`config.mk`:
```
export PLATFORM = sky130hd
export DESIGN_NAME = alrx_top
export DESIGN_NICKNAME = d
export VERILOG_FILES = /design/src/hdl/alrx_pkg.sv /design/src/hdl/alrx_top.sv
export SDC_FILE = /design/constraint.sdc
export NUM_CORES = 1
export LEC_CHECK = 0
export BUFFER_PORTS_ARGS = -buffer_cell sky130_fd_sc_hd__buf_2
export CORE_ASPECT_RATIO = 0.8
export CORE_MARGIN = 4
export CORE_UTILIZATION = 54
export DETAILED_ROUTE_END_ITERATION = 12
export PLACE_DENSITY = 0.78
export SLEW_MARGIN = 20
export SYNTH_ARGS = -nofsm -noshare
export SYNTH_HDL_FRONTEND = slang
export SYNTH_SLANG_ARGS = --single-unit
```
`constraint.sdc`:
```
create_clock -name i_clk -period 2.6 [get_ports i_clk]
set_input_delay 0.26 -clock i_clk [delete_from_list [all_inputs] [get_ports i_clk]]
set_output_delay 0.26 -clock i_clk [all_outputs]
set_load 0.005 [all_outputs]
```
`src/hdl/alrx_pkg.sv`:
```
// Constants shared by the asynchronous receive port and interrupt status block
package alrx_pkg;
    // Host byte addresses of the quadlet registers
    localparam logic [8:0] ALRX_OFS_TXRQ_NEXT = 9'h088;
    localparam logic [8:0] ALRX_OFS_TXRQ_LAST = 9'h08c;
    localparam logic [8:0] ALRX_OFS_TXRP_NEXT = 9'h090;
    localparam logic [8:0] ALRX_OFS_TXRP_LAST = 9'h094;
    localparam logic [8:0] ALRX_OFS_RX_REQ = 9'h098;
    localparam logic [8:0] ALRX_OFS_RX_RSP = 9'h09c;
    localparam logic [8:0] ALRX_OFS_STATUS = 9'h0a0;
    localparam logic [8:0] ALRX_OFS_ENABLE = 9'h0a4;

    localparam int ALRX_EVT_W = 17;
    localparam int ALRX_QUAD_W = 32;

    // Event bit positions in the status and enable registers
    localparam int ALRX_B_TX_REQ_WRITTEN = 0;
    localparam int ALRX_B_TX_RSP_WRITTEN = 1;
    localparam int ALRX_B_TX_REQ_WR_ERR = 2;
    localparam int ALRX_B_TX_RSP_WR_ERR = 3;
    localparam int ALRX_B_TX_REQ_FULL = 4;
    localparam int ALRX_B_TX_RSP_FULL = 5;
    localparam int ALRX_B_SOLICITED = 6;
    localparam int ALRX_B_TIMEOUT = 7;
    localparam int ALRX_B_REQ_AVAIL = 8;
    localparam int ALRX_B_RSP_AVAIL = 9;
    localparam int ALRX_B_REQ_RD_ERR = 10;
    localparam int ALRX_B_RSP_RD_ERR = 11;
    localparam int ALRX_B_REQ_LAST = 12;
    localparam int ALRX_B_RSP_LAST = 13;
    localparam int ALRX_B_SELF_ID = 14;
    localparam int ALRX_B_RX_REQ_FULL = 15;
    localparam int ALRX_B_RX_RSP_FULL = 16;

    localparam logic [16:0] ALRX_STATUS_RST = 17'h00c00;
    localparam logic [16:0] ALRX_ENABLE_RST = 17'h00000;
    localparam logic [16:0] ALRX_W1C_MASK = 17'h18cff;
    localparam logic [31:0] ALRX_QUAD_RST = 32'h00000000;

    // Byte lane 0 carries bits 31..24; lane 3 ends a quadlet access
    localparam logic [1:0] ALRX_LANE_LAST = 2'h3;
    localparam logic [7:0] ALRX_BYTE_ZERO = 8'h00;
    localparam logic [31:0] ALRX_LANE_ONES = 32'h000000ff;
endpackage

```
`src/hdl/alrx_top.sv`:
```
// Async receive transfer registers, async interrupt status/enable, host byte port
`timescale 1ns/1ns
`default_nettype none

// One receive transfer register fed from the head of a receive queue
module alrx_xfer_reg
    import alrx_pkg::*;
(
    input wire logic i_clk,
    input wire logic i_srst,
    input wire logic i_valid,
    input wire logic [ALRX_QUAD_W-1:0] i_data,
    input wire logic i_last,
    input wire logic i_sid,
    input wire logic i_block,
    input wire logic i_consume,
    output logic [ALRX_QUAD_W-1:0] o_quad,
    output logic o_avail,
    output logic o_last,
    output logic o_sid,
    output logic o_pop
);
    logic load;

    // Reload only once the previous quadlet has gone and reads are not blocked
    assign load = !o_avail && i_valid && !i_block;

    always_ff @(posedge i_clk) begin
        if (i_srst) begin
            o_quad <= ALRX_QUAD_RST;
        end else if (load) begin
            o_quad <= i_data;
        end
    end

    always_ff @(posedge i_clk) begin
        if (i_srst) begin
            o_avail <= 1'b0;
            o_last <= 1'b0;
            o_sid <= 1'b0;
        end else if (load) begin
            o_avail <= 1'b1;
            o_last <= i_last;
            o_sid <= i_sid;
        end else if (i_consume) begin
            o_avail <= 1'b0;
            o_last <= 1'b0;
            o_sid <= 1'b0;
        end
    end

    always_ff @(posedge i_clk) begin
        if (i_srst) begin
            o_pop <= 1'b0;
        end else begin
            o_pop <= load;
        end
    end
endmodule

module alrx_top
    import alrx_pkg::*;
(
    input wire logic i_clk,
    input wire logic i_srst,
    input wire logic [8:0] i_hif_addr,
    input wire logic i_hif_cs_n,
    input wire logic i_hif_rd_n,
    input wire logic i_hif_wr_n,
    input wire logic [7:0] i_hif_data,
    output logic [7:0] o_hif_data,
    output logic o_hif_data_oe,
    output logic o_hif_int_n,
    input wire logic i_rxq_req_valid,
    input wire logic [31:0] i_rxq_req_data,
    input wire logic i_rxq_req_last,
    input wire logic i_rxq_req_sid,
    output logic o_rxq_req_pop,
    input wire logic i_rxq_rsp_valid,
    input wire logic [31:0] i_rxq_rsp_data,
    input wire logic i_rxq_rsp_last,
    output logic o_rxq_rsp_pop,
    input wire logic i_bus_reset,
    input wire logic i_rx_req_full,
    input wire logic i_rx_rsp_full,
    input wire logic i_rx_req_rd_err,
    input wire logic i_rx_rsp_rd_err,
    input wire logic i_split_timeout,
    input wire logic i_solicited_rsp,
    input wire logic i_tx_req_full,
    input wire logic i_tx_rsp_full,
    input wire logic i_tx_req_wr_err,
    input wire logic i_tx_rsp_wr_err,
    input wire logic i_tx_req_moved,
    input wire logic i_tx_rsp_moved
);
    logic rd_n_r;
    logic wr_n_r;
    logic rd_act_r;
    logic [8:0] rd_addr_r;
    logic rd_start;
    logic rd_end;
    logic wr_end;
    logic [4:0] wr_shift;
    logic [31:0] wr_quad;
    logic [31:0] wr_lanes;
    logic [31:0] rd_quad;
    logic [31:0] rd_shifted;
    logic [16:0] sticky_r;
    logic [16:0] sticky_set;
    logic [16:0] sticky_clr;
    logic [16:0] enable_r;
    logic [16:0] status_view;
    logic sid_win_r;
    logic req_consume;
    logic rsp_consume;
    logic [31:0] req_quad;
    logic [31:0] rsp_quad;
    logic req_avail;
    logic rsp_avail;
    logic req_last;
    logic rsp_last;
    logic req_sid;
    logic wr_word_end;

    // Host strobes are sampled; a read acts at its start, side effects at its end
    assign rd_start = !i_hif_cs_n && !i_hif_rd_n && rd_n_r;
    assign rd_end = rd_act_r && (i_hif_rd_n || i_hif_cs_n);
    assign wr_end = !i_hif_cs_n && i_hif_wr_n && !wr_n_r;
    assign wr_shift = {~i_hif_addr[1:0], 3'b000};
    assign wr_quad = {24'h000000, i_hif_data} << wr_shift;
    assign wr_lanes = ALRX_LANE_ONES << wr_shift;
    assign wr_word_end = wr_end && (i_hif_addr[1:0] == ALRX_LANE_LAST);

    always_ff @(posedge i_clk) begin
        if (i_srst) begin
            rd_n_r <= 1'b1;
            wr_n_r <= 1'b1;
        end else begin
            rd_n_r <= i_hif_rd_n;
            wr_n_r <= i_hif_wr_n;
        end
    end

    always_ff @(posedge i_clk) begin
        if (i_srst) begin
            rd_act_r <= 1'b0;
            rd_addr_r <= '0;
        end else if (rd_start) begin
            rd_act_r <= 1'b1;
            rd_addr_r <= i_hif_addr;
        end else if (rd_end) begin
            rd_act_r <= 1'b0;
        end
    end

    assign req_consume = rd_end && (rd_addr_r[8:2] == ALRX_OFS_RX_REQ[8:2])
        && (rd_addr_r[1:0] == ALRX_LANE_LAST) && !sticky_r[ALRX_B_REQ_RD_ERR] && req_avail;
    assign rsp_consume = rd_end && (rd_addr_r[8:2] == ALRX_OFS_RX_RSP[8:2])
        && (rd_addr_r[1:0] == ALRX_LANE_LAST) && !sticky_r[ALRX_B_RSP_RD_ERR] && rsp_avail;

    alrx_xfer_reg u_req (
        .i_clk(i_clk),
        .i_srst(i_srst),
        .i_valid(i_rxq_req_valid),
        .i_data(i_rxq_req_data),
        .i_last(i_rxq_req_last),
        .i_sid(i_rxq_req_sid && sid_win_r),
        .i_block(sticky_r[ALRX_B_REQ_RD_ERR]),
        .i_consume(req_consume),
        .o_quad(req_quad),
        .o_avail(req_avail),
        .o_last(req_last),
        .o_sid(req_sid),
        .o_pop(o_rxq_req_pop)
    );

    alrx_xfer_reg u_rsp (
        .i_clk(i_clk),
        .i_srst(i_srst),
        .i_valid(i_rxq_rsp_valid),
        .i_data(i_rxq_rsp_data),
        .i_last(i_rxq_rsp_last),
        .i_sid(1'b0),
        .i_block(sticky_r[ALRX_B_RSP_RD_ERR]),
        .i_consume(rsp_consume),
        .o_quad(rsp_quad),
        .o_avail(rsp_avail),
        .o_last(rsp_last),
        .o_sid(),
        .o_pop(o_rxq_rsp_pop)
    );

    // self-ID window opens at bus reset, closes on first non-self-ID quadlet
    always_ff @(posedge i_clk) begin
        if (i_srst) begin
            sid_win_r <= 1'b0;
        end else if (i_bus_reset) begin
            sid_win_r <= 1'b1;
        end else if (o_rxq_req_pop && !req_sid) begin
            sid_win_r <= 1'b0;
        end
    end

    always_comb begin
        sticky_set = '0;
        sticky_set[ALRX_B_RX_RSP_FULL] = i_rx_rsp_full;
        sticky_set[ALRX_B_RX_REQ_FULL] = i_rx_req_full;
        sticky_set[ALRX_B_RSP_RD_ERR] = i_rx_rsp_rd_err || i_bus_reset;
        sticky_set[ALRX_B_REQ_RD_ERR] = i_rx_req_rd_err || i_bus_reset;
        sticky_set[ALRX_B_TIMEOUT] = i_split_timeout;
        sticky_set[ALRX_B_SOLICITED] = i_solicited_rsp;
        sticky_set[ALRX_B_TX_RSP_FULL] = i_tx_rsp_full;
        sticky_set[ALRX_B_TX_REQ_FULL] = i_tx_req_full;
        sticky_set[ALRX_B_TX_RSP_WR_ERR] = i_tx_rsp_wr_err;
        sticky_set[ALRX_B_TX_REQ_WR_ERR] = i_tx_req_wr_err;
        sticky_set[ALRX_B_TX_RSP_WRITTEN] = i_tx_rsp_moved;
        sticky_set[ALRX_B_TX_REQ_WRITTEN] = i_tx_req_moved;
    end

    always_comb begin
        sticky_clr = '0;
        // only ones in writable positions clear
        if (wr_end && (i_hif_addr[8:2] == ALRX_OFS_STATUS[8:2])) begin
            sticky_clr = wr_quad[16:0] & ALRX_W1C_MASK;
        end
        // transmit register write drops its written flag
        if (wr_word_end && (i_hif_addr[8:2] == ALRX_OFS_TXRQ_NEXT[8:2]
                || i_hif_addr[8:2] == ALRX_OFS_TXRQ_LAST[8:2])) begin
            sticky_clr[ALRX_B_TX_REQ_WRITTEN] = 1'b1;
        end
        if (wr_word_end && (i_hif_addr[8:2] == ALRX_OFS_TXRP_NEXT[8:2]
                || i_hif_addr[8:2] == ALRX_OFS_TXRP_LAST[8:2])) begin
            sticky_clr[ALRX_B_TX_RSP_WRITTEN] = 1'b1;
        end
    end

    // reset value; an event in the clearing cycle wins over the clear
    always_ff @(posedge i_clk) begin
        if (i_srst) begin
            sticky_r <= ALRX_STATUS_RST;
        end else begin
            sticky_r <= ((sticky_r & ~sticky_clr) | sticky_set) & ALRX_W1C_MASK
                | (ALRX_STATUS_RST & ~ALRX_W1C_MASK);
        end
    end

    always_ff @(posedge i_clk) begin
        if (i_srst) begin
            enable_r <= ALRX_ENABLE_RST;
        end else if (wr_end && (i_hif_addr[8:2] == ALRX_OFS_ENABLE[8:2])) begin
            enable_r <= (enable_r & ~wr_lanes[16:0]) | wr_quad[16:0];
        end
    end

    always_comb begin
        status_view = sticky_r;
        status_view[ALRX_B_REQ_AVAIL] = req_avail;
        status_view[ALRX_B_RSP_AVAIL] = rsp_avail;
        status_view[ALRX_B_REQ_LAST] = req_last;
        status_view[ALRX_B_RSP_LAST] = rsp_last;
        status_view[ALRX_B_SELF_ID] = req_sid;
    end

    always_comb begin
        rd_quad = ALRX_QUAD_RST;
        unique case (i_hif_addr[8:2])
            ALRX_OFS_RX_REQ[8:2]: rd_quad = sticky_r[ALRX_B_REQ_RD_ERR] ? ALRX_QUAD_RST
                : req_quad;
            ALRX_OFS_RX_RSP[8:2]: rd_quad = sticky_r[ALRX_B_RSP_RD_ERR] ? ALRX_QUAD_RST
                : rsp_quad;
            ALRX_OFS_STATUS[8:2]: rd_quad = {15'h0000, status_view};
            ALRX_OFS_ENABLE[8:2]: rd_quad = {15'h0000, enable_r};
            default: rd_quad = ALRX_QUAD_RST;
        endcase
    end
    assign rd_shifted = rd_quad >> wr_shift;

    // Data is captured once at read start so a reload cannot tear the byte
    always_ff @(posedge i_clk) begin
        if (i_srst) begin
            o_hif_data <= ALRX_BYTE_ZERO;
            o_hif_data_oe <= 1'b0;
        end else if (rd_start) begin
            o_hif_data <= rd_shifted[7:0];
            o_hif_data_oe <= 1'b1;
        end else if (rd_end) begin
            o_hif_data_oe <= 1'b0;
        end
    end

    always_ff @(posedge i_clk) begin
        if (i_srst) begin
            o_hif_int_n <= 1'b1;
        end else begin
            o_hif_int_n <= ~|(status_view & enable_r);
        end
    end
endmodule

`default_nettype wire

```
Word-level counts from Yosys, hierarchy flattened
Cells that the tools add are included.
- register bits: 127
- equality and inequality tests: 12
- shift operators: 3
- multiplexer cells: 17
- bitwise operators: 8
- reduce and logical (&&, ||, !) cells: 43
- operators by type and width (operator ; count):
    32-bit one-hot mux with 4 select lines ; 1
    7-bit by 6-bit equality test with 1-bit output, second input constant ; 10
    32-bit 2-to-1 mux ; 2
    17-bit bitwise AND ; 3
    17-bit NOT ; 2
    17-bit OR ; 2
    32-bit by 5-bit right shift with 8-bit output ; 1
    1-bit logical AND ; 24
    17-bit 2-to-1 mux ; 1
    17-bit OR reduction ; 1
    8-bit by 5-bit left shift with 17-bit output ; 1
    8-bit by 5-bit left shift with 17-bit output, first input constant ; 1
    1-bit 2-to-1 mux ; 13
    1-bit logical NOT ; 9
    2-bit nonzero test ; 4
    1-bit logical OR ; 5
    2-bit equality test, second input constant ; 2
    2-bit NOT ; 1

Depth between registers and ports, before layout
Gate-level depths: netlist (run 1).
- depth after elaboration: 9
- depth in mapped cells: 8

Modules after synthesis
Synthesis (run 1) repeated with hierarchy kept, for this count alone.
- cell total of the unflattened synthesis: 654
- area, all modules: 6160.9 sq um
- by module, submodules not included (module ; times used ; cells each ; area each (sq um) ; seq. area each (sq um)):
    alrx_xfer_reg ; 2 ; 154 ; 1614.0 ; 720.7
    alrx_top ; 1 ; 346 ; 2932.8 ; 1021.0

Worst setup path before layout (run 1)
No wires, ideal clock.
- kind: input port to flip-flop
- start point: input i_hif_addr[6]
- end point: register sticky_r[10]
- library setup time: 125 ps
- arrival: 1773 ps
- data required time: 2475 ps
- path slack: 702 ps
- stages on the path: 7
- path buffers: 3
- cells stage by stage: or3b_1 > buf_4 > buf_2 > nor3_2 > buf_4 > nand3_1 > a2111o_1
- longest elaborated chain between the ends: 6
- ends and longest elaborated chain (item ; RTL line ; source):
    start: declaration ; alrx_top.sv:66 ; input wire logic [8:0] i_hif_addr,
    7-bit by 6-bit equality test with 1-bit output ; alrx_top.sv:224 ; if (wr_end && (i_hif_addr[8:2] == ALRX_OFS_STATUS[8:2])) begin
    1-bit logical AND ; alrx_top.sv:224 ;
    17-bit 2-to-1 mux ; alrx_top.sv:224 ;
    17-bit NOT ; alrx_top.sv:243 ; sticky_r <= ((sticky_r & ~sticky_clr) | sticky_set) & ALRX_W1C_MASK
    17-bit bitwise AND ; alrx_top.sv:243 ;
    17-bit OR ; alrx_top.sv:243 ;
    end signal: assignment ; alrx_top.sv:243 ;
    end: declaration ; alrx_top.sv:109 ; logic [16:0] sticky_r;
No other way between the ends.
A chain may end at the register's enable or synchronous reset.

Final worst setup path (run 1)
- start point: register wr_n_r
- end point: register enable_r[14]
- longest elaborated chain between the ends: 3
- ends and longest elaborated chain (item ; RTL line ; source):
    start: declaration ; alrx_top.sv:98 ; logic wr_n_r;
    start signal: assignment ; alrx_top.sv:141 ; wr_n_r <= i_hif_wr_n;
    1-bit logical NOT ; alrx_top.sv:129 ; assign wr_end = !i_hif_cs_n && i_hif_wr_n && !wr_n_r;
    1-bit logical AND ; alrx_top.sv:129 ;
    1-bit logical AND ; alrx_top.sv:251 ; end else if (wr_end && (i_hif_addr[8:2] == ALRX_OFS_ENABLE[8:2])) begin
    end signal: assignment ; alrx_top.sv:252 ; enable_r <= (enable_r & ~wr_lanes[16:0]) | wr_quad[16:0];
    end: declaration ; alrx_top.sv:112 ; logic [16:0] enable_r;
No other way between the ends.

==> results.cfg, run 1 <==
[run_status]
outcome = finished clean

[critical_path]
cp_cell_sequence = or3b_1 -> nor3_1 -> buf_4 -> and3_1 -> mux2i_1 -> nor2_1
critical_path_class = reg2reg
required_ns = 2.87
path_depth = 6
critical-path-top-delay-family = simple AND/OR/NAND/NOR gates
startpoint_type = flop
crit_fanout = 8
slowest_delay_ns = 0.47
r2r_cells = 6
timing.rr.start = wr_n_r
cp-end-kind = flop
critPathArrivalTime_ns = 2.24
cp_slowest_cell = and3_1
path_buf_inv = 1
startpoint = wr_n_r

[hold_path]
hold_path.startpoint = i_hif_wr_n
min_path_cells = 2
hold_path_class = in2reg

[timing]
finalCriticalPeriod_ns = 1.97
min_period_over_period_pct = 75.8
hold_viol_final = 0
max_freq_ghz = 0.507
worst_pin_slew_ns = 0.785
slew_viol_final = 0
setup_viol_count_final = 0
skew_ns = 0.00477
tns_ns = 0
relSlewSlack_pct = 47.7
rsz0062_at_grt = no

[synthesis]
synth_cells = 664
yosys-top-cells-area = dfxtp_1 45%, nand2_1 11%, a21oi_1 10%, mux2i_1 6.3%, o31ai_1 2.9%
async_flop_share_pct = 0
avgSynthCellArea_um2 = 8.11
synth-seq-cells = 122
synth_ff_type = dfxtp_1
yosysTopAreaCell = dfxtp_1
syn-num-nets = 768
synth_edf_count = 0
yosysSeqAreaShare_pct = 45.3
ys.warnings.count = 0
synth_area_um2 = 5390
yosysUniqueCellTypes = 49
yosysTopAreaCellShare_pct = 45.3

[layout]
fillCellCount = 786
antennaDiodeCount = 0
stdcell_area_um2 = 6710
area_growth_pct = 24.5
fin_nets = 871
drive_gt1_share_pct = 22.1

[global_route]
use_met2_pct = 41.4
busiest_layer = met2
met3_usage_pct = 7.74
antenna_found_initial = 0
grt_overflow = 0
grt_util_met1_pct = 38.1
grt_max_degree = 66
grt_pass1_wl_mm = 25.7
gr-usage-all-layers_pct = 27.7
grt_pass1_vias = 5114

[placement]
place_hpwl_mm = 11.3
post_dp_cell_area_um2 = 6090
gp_congestion = 0.895
io_buffer_count = 115

[routing]
vias = 5269
drtIter0Drc = 530
routed_wl_mm = 15.9
wl_per_cell_um = 17.4
via_per_inst = 5.76
drc = 0
drt_pre_antenna_iters = 5
ant_nets = 0

[cts]
root_buffer = clkbuf_16
ctsHoldBuffers = 0
ctsHtreeMaxLevel = 4
post-cts-setup-buffers = 0
clk_latency_ns = 0.41
cts_tree = yes
cts_resized = 0
clock_sinks = 122
cts_max_path_buffers = 2
clkSlewWorstSetupHoldPaths_ns = 0.05
cts_inserted_buffers = 17

[floorplan]
core_um2 = 9690
design.die.area_um2 = 11600
die-height_um = 97.3
rows = 32
io_pins = 116
start_util_pct = 55.6
die_x_um = 120

[flow_run]
cap_violations = 0

[power]
max-vdd-ir-drop_mv = 0.556
power_density_nw_per_um2 = 691
p_leak_uw = 0.00257
worst paths after layout:
check	to	slack [ns]
min	wr_n_r	0.05
min reg2reg	u_req.o_quad[26]	0.45
max	enable_r[14]	0.63
max reg2reg	enable_r[14]	0.63
logic make-up after synthesis:
logic type | after synthesis | synth area share [%]
AND/OR/NAND/NOR | 263 | 21.9
multiplexers | 34 | 6.32
buffers and inverters | 58 | 4.53
flip-flops | 122 | 45.3
AO/OA/AOI/OAI | 187 | 21.9
routing by layer:
layer | up-vias | wire length, um
met5 | - | 0
met4 | 0 | 292
met3 | 23 | 1370
met2 | 225 | 7120
met1 | 2476 | 7090
li1 | 2545 | -
cells in the final DEF (no fill, tap or decap), types with 6 or more instances in the layout:
cell type / netlist / routed
inv_1: 8 / 8
buf_2: 6 / 114
clkbuf_16: 0 / 17
a22oi_1: 9 / 9
mux2i_1: 34 / 34
a21oi_1: 109 / 109
a221o_1: 8 / 8
buf_4: 5 / 18
o31ai_1: 21 / 21
a22o_1: 6 / 6
nor2_1: 39 / 39
nand2_1: 165 / 165
nand3_1: 16 / 16
dfxtp_1: 122 / 122
power breakdown:
part / internal, uW / total (uW) / switching (uW) / leakage [uW]
logic: 116 / 268 / 152 / 0.00127
registers: 1890 / 1910 / 15.3 / 0.000988
clock network: 1660 / 2460 / 799 / 0.000308
total: 3670 / 4630 / 967 / 0.00257
area by class of cell:
| class | instances | area, um2 | area share [%] |
|---|---|---|---|
| tap | 136 | 170 | 2.54 |
| timing repair buffer | 134 | 746 | 11.1 |
| sequential | 122 | 2440 | 36.4 |
| clock inverter | 9 | 145 | 2.16 |
| inverter | 8 | 30.0 | 0.448 |
| multi-input combinational | 484 | 2710 | 40.3 |
| clock buffer | 21 | 470 | 7.01 |
state kept, by name (all words and copies together) (netlist names), 8 cells and up:
register	flops
enable_r	17
o_hif_data	8
rd_addr_r	9
sticky_r	12
u_rsp.o_quad	32
u_req.o_quad	32
through the flow:
| step | utilization (%) | power [uW] | setup slack (ns) | std cells | hold WS [ns] |
|---|---|---|---|---|---|
| finish | 69.3 | 4630 | 0.629 | 914 | 0.0458 |
| global route | 69.3 | 4770 | 0.444 | 914 | 0.0404 |
| CTS | 69.3 | 4650 | 0.637 | 914 | 0.0366 |
| detailed placement | 62.9 | 2210 | 0.305 | 884 | 0.447 |
| global placement | 62.9 | 2200 | 0.401 | 884 | 0.443 |
| floorplan | - | 2080 | 0.702 | 664 | 0.359 |
synth_stat cells, drive strengths merged, types with 2 or more instances:
cell type  count
a2111o         2
a2111oi        3
a211o          3
a211oi         5
a21oi        109
a221o          8
a221oi         5
a22o           6
a22oi          9
a31oi          5
and2           2
and3           2
buf           11
clkbuf        39
dfxtp        122
inv            8
mux2i         34
nand2        165
nand2b         5
nand3         16
nand3b         3
nand4          2
nor2          40
nor2b          2
nor3           5
nor3b          4
nor4           2
o21bai         2
o221ai         3
o22ai          3
o31ai         21
or2            2
or3            4
or3b           4
(Power assumes the default switching activity.)
==> run 2, diff against run 1 <==
--- a/config.mk
+++ b/config.mk
@@ -5,12 +5,13 @@
 export SDC_FILE = /design/constraint.sdc
 export NUM_CORES = 1
 export LEC_CHECK = 0
+export ABC_AREA = 1
 export BUFFER_PORTS_ARGS = -buffer_cell sky130_fd_sc_hd__buf_2
 export CORE_ASPECT_RATIO = 0.8
 export CORE_MARGIN = 4
-export CORE_UTILIZATION = 54
+export CORE_UTILIZATION = 55
 export DETAILED_ROUTE_END_ITERATION = 12
-export PLACE_DENSITY = 0.78
+export PLACE_DENSITY = 0.79
 export SLEW_MARGIN = 20
 export SYNTH_ARGS = -nofsm -noshare
 export SYNTH_HDL_FRONTEND = slang
==> constraint.sdc (replaced) <==
create_clock -name i_clk -period 1.9 [get_ports i_clk]
set_input_delay 0.19 -clock i_clk [delete_from_list [all_inputs] [get_ports i_clk]]
set_output_delay 0.19 -clock i_clk [all_outputs]
set_load 0.005 [all_outputs]
==> run 2 against run 1 <==
Compared with the run above:
- combinational power grew 59%
- cell area grew 6.5%
- routed wire length grew 12%
- critical path depth grew 3
- synthesized cell count grew 24%
- critical endpoint is now enable_r[9]
- largest cell class unchanged
- highest routed layer is now met5
==> results.cfg, run 2 <==
[critical_path]
timing.critical_path.mode_cell = inv_1
path_buf_inv = 4
required_ns = 2.20
cp-end-kind = flop
slowest_delay_ns = 0.53
critical-path-top-delay-family = buffers and inverters
crit_fanout = 12
critical_path_class = in2reg
startpoint_type = input pin
path_depth = 9
cp_cell_sequence = dlygate4sd3_1 -> buf_2 -> inv_1 -> nor3_2 -> inv_1 -> nor2_2 -> nand2_1 -> o21ai_0 -> nor2_1
r2r_cells = 6
cp_slowest_cell = dlygate4sd3_1
critPathArrivalTime_ns = 1.98

[placement]
place_hpwl_mm = 12.9
gp_congestion = 0.904
post_dp_cell_area_um2 = 6430
io_buffer_count = 115

[layout]
fin_nets = 1049
area_growth_pct = 25.8
drive_gt1_share_pct = 21.5
final_common_cell = nor2_1
fillCellCount = 821
antennaDiodeCount = 0
stdcell_area_um2 = 7140
layout_common_cells = 178 x nor2_1, 122 x dfxtp_1, 115 x buf_2
largestRegisters = u_req.o_quad: 32 flops, u_rsp.o_quad: 32 flops, enable_r: 17 flops

[timing]
setup_viol_count_final = 0
hold_viol_final = 0
finalCriticalPeriod_ns = 1.68
skew_ns = 0.00839
max_freq_ghz = 0.594
hold_slack_ns = 0.00274
min_period_over_period_pct = 88.5
rsz0062_at_grt = no
tns_ns = 0
relSlewSlack_pct = 56.6
slew_viol_final = 0
worst_pin_slew_ns = 0.650

[synthesis]
yosys-top-cells-area = dfxtp_1 43%, nor2_1 12%, o21ai_0 8.5%, nand2_1 7.1%, nand3_1 5.1%
yosysTopAreaCellShare_pct = 43.0
syn-num-nets = 926
synth-seq-cells = 122
synth_area_um2 = 5680
async_flop_share_pct = 0
synth_edf_count = 0
ys.warnings.count = 0
synth_most_common_cell = nor2_1
synth_cells = 822
avgSynthCellArea_um2 = 6.91
synth_ff_type = dfxtp_1
yosysTopAreaCell = dfxtp_1
yosysUniqueCellTypes = 32
synthTopCellsByCount = 178 x nor2_1, 122 x dfxtp_1, 108 x nand2_1
yosysSeqAreaShare_pct = 43.0

[power]
p_int_uw = 4740
p_sw_uw = 1480
p_leak_uw = 0.00299
p_sw_share_pct = 23.8
power_frac_seq_pct = 42.0
comb_power_share_pct = 6.9
max-vdd-ir-drop_mv = 0.631
p_clk_share_pct = 51.2
power_density_nw_per_um2 = 871

[routing]
wl_per_cell_um = 16.3
vias = 6012
drt_pre_antenna_iters = 6
ant_nets = 0
via_per_inst = 5.50
drc = 0
routed_wl_mm = 17.8
drtIter0Drc = 659

[floorplan]
start_util_pct = 57.7
io_pins = 116
design.die.area_um2 = 12000
rows = 32
die-height_um = 98.9
core_um2 = 9850
die_x_um = 122

[global_route]
met3_usage_pct = 6.48
use_met2_pct = 48.6
grt_overflow = 0
grt_util_met1_pct = 41.8
grt_max_degree = 52
grt_pass1_wl_mm = 28.9
gr-usage-all-layers_pct = 30.3
busiest_layer = met2
antenna_found_initial = 1
grt_pass1_vias = 5783

[cts]
clk_latency_ns = 0.41
post-cts-setup-buffers = 0
root_buffer = clkbuf_16
ctsHtreeMaxLevel = 4
cts_max_path_buffers = 2
cts_tree = yes
cts_inserted_buffers = 17
clkSlewWorstSetupHoldPaths_ns = 0.06
clock_sinks = 122

[hold_path]
hold_path_class = in2reg
min_path_cells = 3

[run_status]
outcome = finished clean

[flow_run]
cap_violations = 0
==> run 2: worst paths after layout <==
check / start / end / slack (ns)
min: i_tx_req_full / sticky_r[4] / 0.003
max reg2reg: wr_n_r / enable_r[9] / 0.33
min reg2reg: rd_addr_r[8] / rd_addr_r[8] / 0.45
max: i_hif_wr_n / enable_r[9] / 0.22
==> run 2: power by group through the flow <==
stage / sequential (uW) / combinational (uW) / clock, uW
2_1_floorplan: 2660 / 208 / 0
3_3_place_gp: 2660 / 390 / 0
3_5_place_dp: 2670 / 400 / 0
4_1_cts: 2610 / 420 / 3200
5_1_grt: 2610 / 474 / 3330
6_report: 2610 / 426 / 3180
==> run 2: worst register-to-register path, delay by kind of cell (launching register included) <==
| kind | cells | cell delay, ns |
|---|---|---|
| compound gates | 1 | 0.32 |
| buf+inv | 1 | 0.11 |
| simple gates | 4 | 0.73 |
| flops | 1 | 0.31 |
==> run 2: cells by family (layout without fill, tap and decap cells) <==
logic type | after synthesis | after routing | synth area share (%)
and+or+nand+nor | 404 | 404 | 32.0
AOI/OAI and AO/OA | 181 | 181 | 16.7
DFF | 122 | 122 | 43.0
buffers and inverters | 115 | 251 | 8.37
==> run 2: layout make-up <==
class	count	area, um2	share of cell area, %
Clock inverter	13	146	2.05
Tap cell	136	170	2.38
Clock buffer	19	443	6.20
Sequential cell	122	2440	34.2
Multi-Input combinational cell	585	2770	38.7
Timing Repair Buffer	153	928	13.0
Inverter	66	248	3.47
==> run 2: through the flow <==
| stage | std cells | worst slack, ns | util (%) | power, uW |
|---|---|---|---|---|
| after detailed placement | 1050 | 0.166 | 65.3 | 3060 |
| final | 1094 | 0.218 | 72.5 | 6220 |
| after global placement | 1050 | 0.215 | 65.3 | 3050 |
| after CTS | 1094 | 0.179 | 72.5 | 6230 |
| after floorplan | 822 | 0.525 | - | 2870 |
| after global routing | 1094 | 0.107 | 72.5 | 6420 |
==> run 2: timing repair <==
action	in CTS	in global routing
hold buffers	12	0
endpoints found under the setup margin	0	1
hold endpoints to repair	12	0
resized for setup	0	1
==> run 2: layer usage <==
layer  wire, um  vias up
met4        160        2
met3       1490       17
li1           -     2954
met1       8080     2775
met5         13        -
met2       8080      264
==> run 3, diff against run 2 <==
--- a/config.mk
+++ b/config.mk
@@ -9,9 +9,9 @@
 export BUFFER_PORTS_ARGS = -buffer_cell sky130_fd_sc_hd__buf_2
 export CORE_ASPECT_RATIO = 0.8
 export CORE_MARGIN = 4
-export CORE_UTILIZATION = 55
+export CORE_UTILIZATION = 33
 export DETAILED_ROUTE_END_ITERATION = 12
-export PLACE_DENSITY = 0.79
+export PLACE_DENSITY = 0.52
 export SLEW_MARGIN = 20
 export SYNTH_ARGS = -nofsm -noshare
 export SYNTH_HDL_FRONTEND = slang
==> run 3 against run 2 <==
Compared with the run above:
- final cell count increased by 8.4%
- non-clock buffer count grew 8
- utilization fell by 29 points
- sequential share of layout area down 0.76 points
- clock skew down 0.0019 ns
- routed wire length up 4.7%
- first-iteration DRC count fell by 25%
- worst setup slack lost 0.011 ns
- total power shrank 0.69%
- cell area rose by 2.3%
- combinational power up 2%
- sequential power barely moved
- highest routed layer unchanged
==> results.cfg, run 3 (same netlist as run 2, synthesis figures left out) <==
[run_status]
outcome = finished clean

[critical_path]
cp_slowest_cell = dlygate4sd3_1
cp-end-kind = flop
slowest_delay_ns = 0.52
path_buf_inv = 4
critical-path-top-delay-family = buffers and inverters
critPathArrivalTime_ns = 2.00
crit_fanout = 14
cp_cell_sequence = dlygate4sd3_1 -> buf_2 -> inv_1 -> nor3_1 -> nand2_1 -> nor2_1 -> inv_2 -> o21ai_0 -> a21oi_1
critical_path_class = in2reg
required_ns = 2.21
startpoint_type = input pin

[floorplan]
rows = 42
core_um2 = 16700
start_util_pct = 34.0
io_pins = 116
die_x_um = 155
design.die.area_um2 = 19400
die-height_um = 125

[routing]
drt_pre_antenna_iters = 5
drtIter0Drc = 494
route.met3.wl_mm = 1.41
dr.max_layer_used = met5
via_per_inst = 4.85
routed_wl_mm = 18.7
wl_per_cell_um = 15.7
ant_nets = 0
vias = 5758
met1Wirelength_mm = 9.72
drc = 0
wl_met2_mm = 7.32

[layout]
largestRegisters = u_req.o_quad: 32 flops, u_rsp.o_quad: 32 flops, enable_r: 17 flops
area_growth_pct = 28.6
fin_nets = 1057
fillCellCount = 1820
layout.cells.non_filler = 1186
antennaDiodeCount = 0
final_common_cell = nor2_1
layout_common_cells = 178 x nor2_1, 122 x dfxtp_1, 115 x buf_2
drive_gt1_share_pct = 21.4

[power]
p_leak_uw = 0.00305
power_density_nw_per_um2 = 846
max-vdd-ir-drop_mv = 0.593
p_int_uw = 4770
p_clk_share_pct = 50.7
comb_power_share_pct = 7.1
power_frac_seq_pct = 42.3
p_sw_share_pct = 22.7
p_sw_uw = 1400

[cts]
cts_inserted_buffers = 17
cts_resized = 0
root_buffer = clkbuf_16
cts_max_path_buffers = 2
clk_latency_ns = 0.42
clkSlewWorstSetupHoldPaths_ns = 0.05
cts_tree = yes
ctsHoldBuffers = 17
clock_sinks = 122
post-cts-setup-buffers = 0
ctsHtreeMaxLevel = 4

[timing]
rsz0062_at_grt = no
min_period_over_period_pct = 89.1
worst_pin_slew_ns = 0.663
tns_ns = 0
skew_ns = 0.00653
setup_viol_count_final = 0
hold_viol_final = 0
max_freq_ghz = 0.590
slew_viol_final = 0
relSlewSlack_pct = 55.7
final.setup.worst_slack_ns = 0.206
finalCriticalPeriod_ns = 1.69

[global_route]
antenna_found_initial = 1
grt_pass1_vias = 5406
grt_pass1_wl_mm = 29.6
grt_overflow = 0
grt_max_degree = 66
gr-usage-all-layers_pct = 19.5

[placement]
gp_congestion = 0.902
pre_cts_ws_ns = 0.153
place_hpwl_mm = 14.1
io_buffer_count = 115
placedCellCount = 1137

[flow_run]
cap_violations = 0

[hold_path]
hold_path_class = in2reg
==> run 3: power groups by stage <==
stage | sequential (uW) | combinational [uW] | clock, uW
after floorplan | 2660 | 208 | 0
after global placement | 2670 | 412 | 0
after detailed placement | 2670 | 411 | 0
after CTS | 2610 | 439 | 3200
after global routing | 2610 | 491 | 3310
final | 2610 | 436 | 3130
==> run 3: per-stage QoR <==
step / utilization, % / hold slack [ns] / instance area (um2) / total power (uW)
6_report: 43.7 / 0.0161 / 7310 / 6180
5_1_grt: 43.7 / 0.0213 / 7310 / 6410
4_1_cts: 43.7 / 0.000162 / 7310 / 6250
3_5_place_dp: 39.2 / 0.401 / 6560 / 3080
3_3_place_gp: 39.2 / 0.394 / 6560 / 3080
2_1_floorplan: - / 0.286 / 5680 / 2870
==> run 3: worst min-delay path, cell delays in order <==
cell and delay (ns):
buf_2 0.07, o21ai_0 0.07, nor2_1 0.07
==> run 3: metal layers <==
metal | vias up | track usage, %
li1 | 2979 | -
met1 | 2572 | 30.3
met2 | 189 | 26.6
met3 | 16 | 5.01
met4 | 2 | 4.83
met5 | - | 0
==> run 3: path summary, 6_finish.rpt <==
check	start	to	slack, ns	cells past startpoint
worst min register to register	u_rsp.o_quad[0]	u_rsp.o_quad[0]	0.46	2
worst max register to register	sticky_r[11]	u_rsp.o_quad[10]	0.29	5
worst min-delay path	i_rxq_req_data[18]	u_req.o_quad[18]	0.02	3
worst max-delay path	i_hif_wr_n	enable_r[3]	0.21	9
==> run 3: area by class of cell <==
type / count / area [um2] / area share (%)
multi-input cells: 585 / 2760 / 37.8
flip-flops and latches: 122 / 2440 / 33.4
repair buffers: 161 / 1000 / 13.7
clock buffers: 25 / 515 / 7.06
well taps: 220 / 275 / 3.77
inverters: 66 / 248 / 3.39
clock inverters: 7 / 62.6 / 0.856
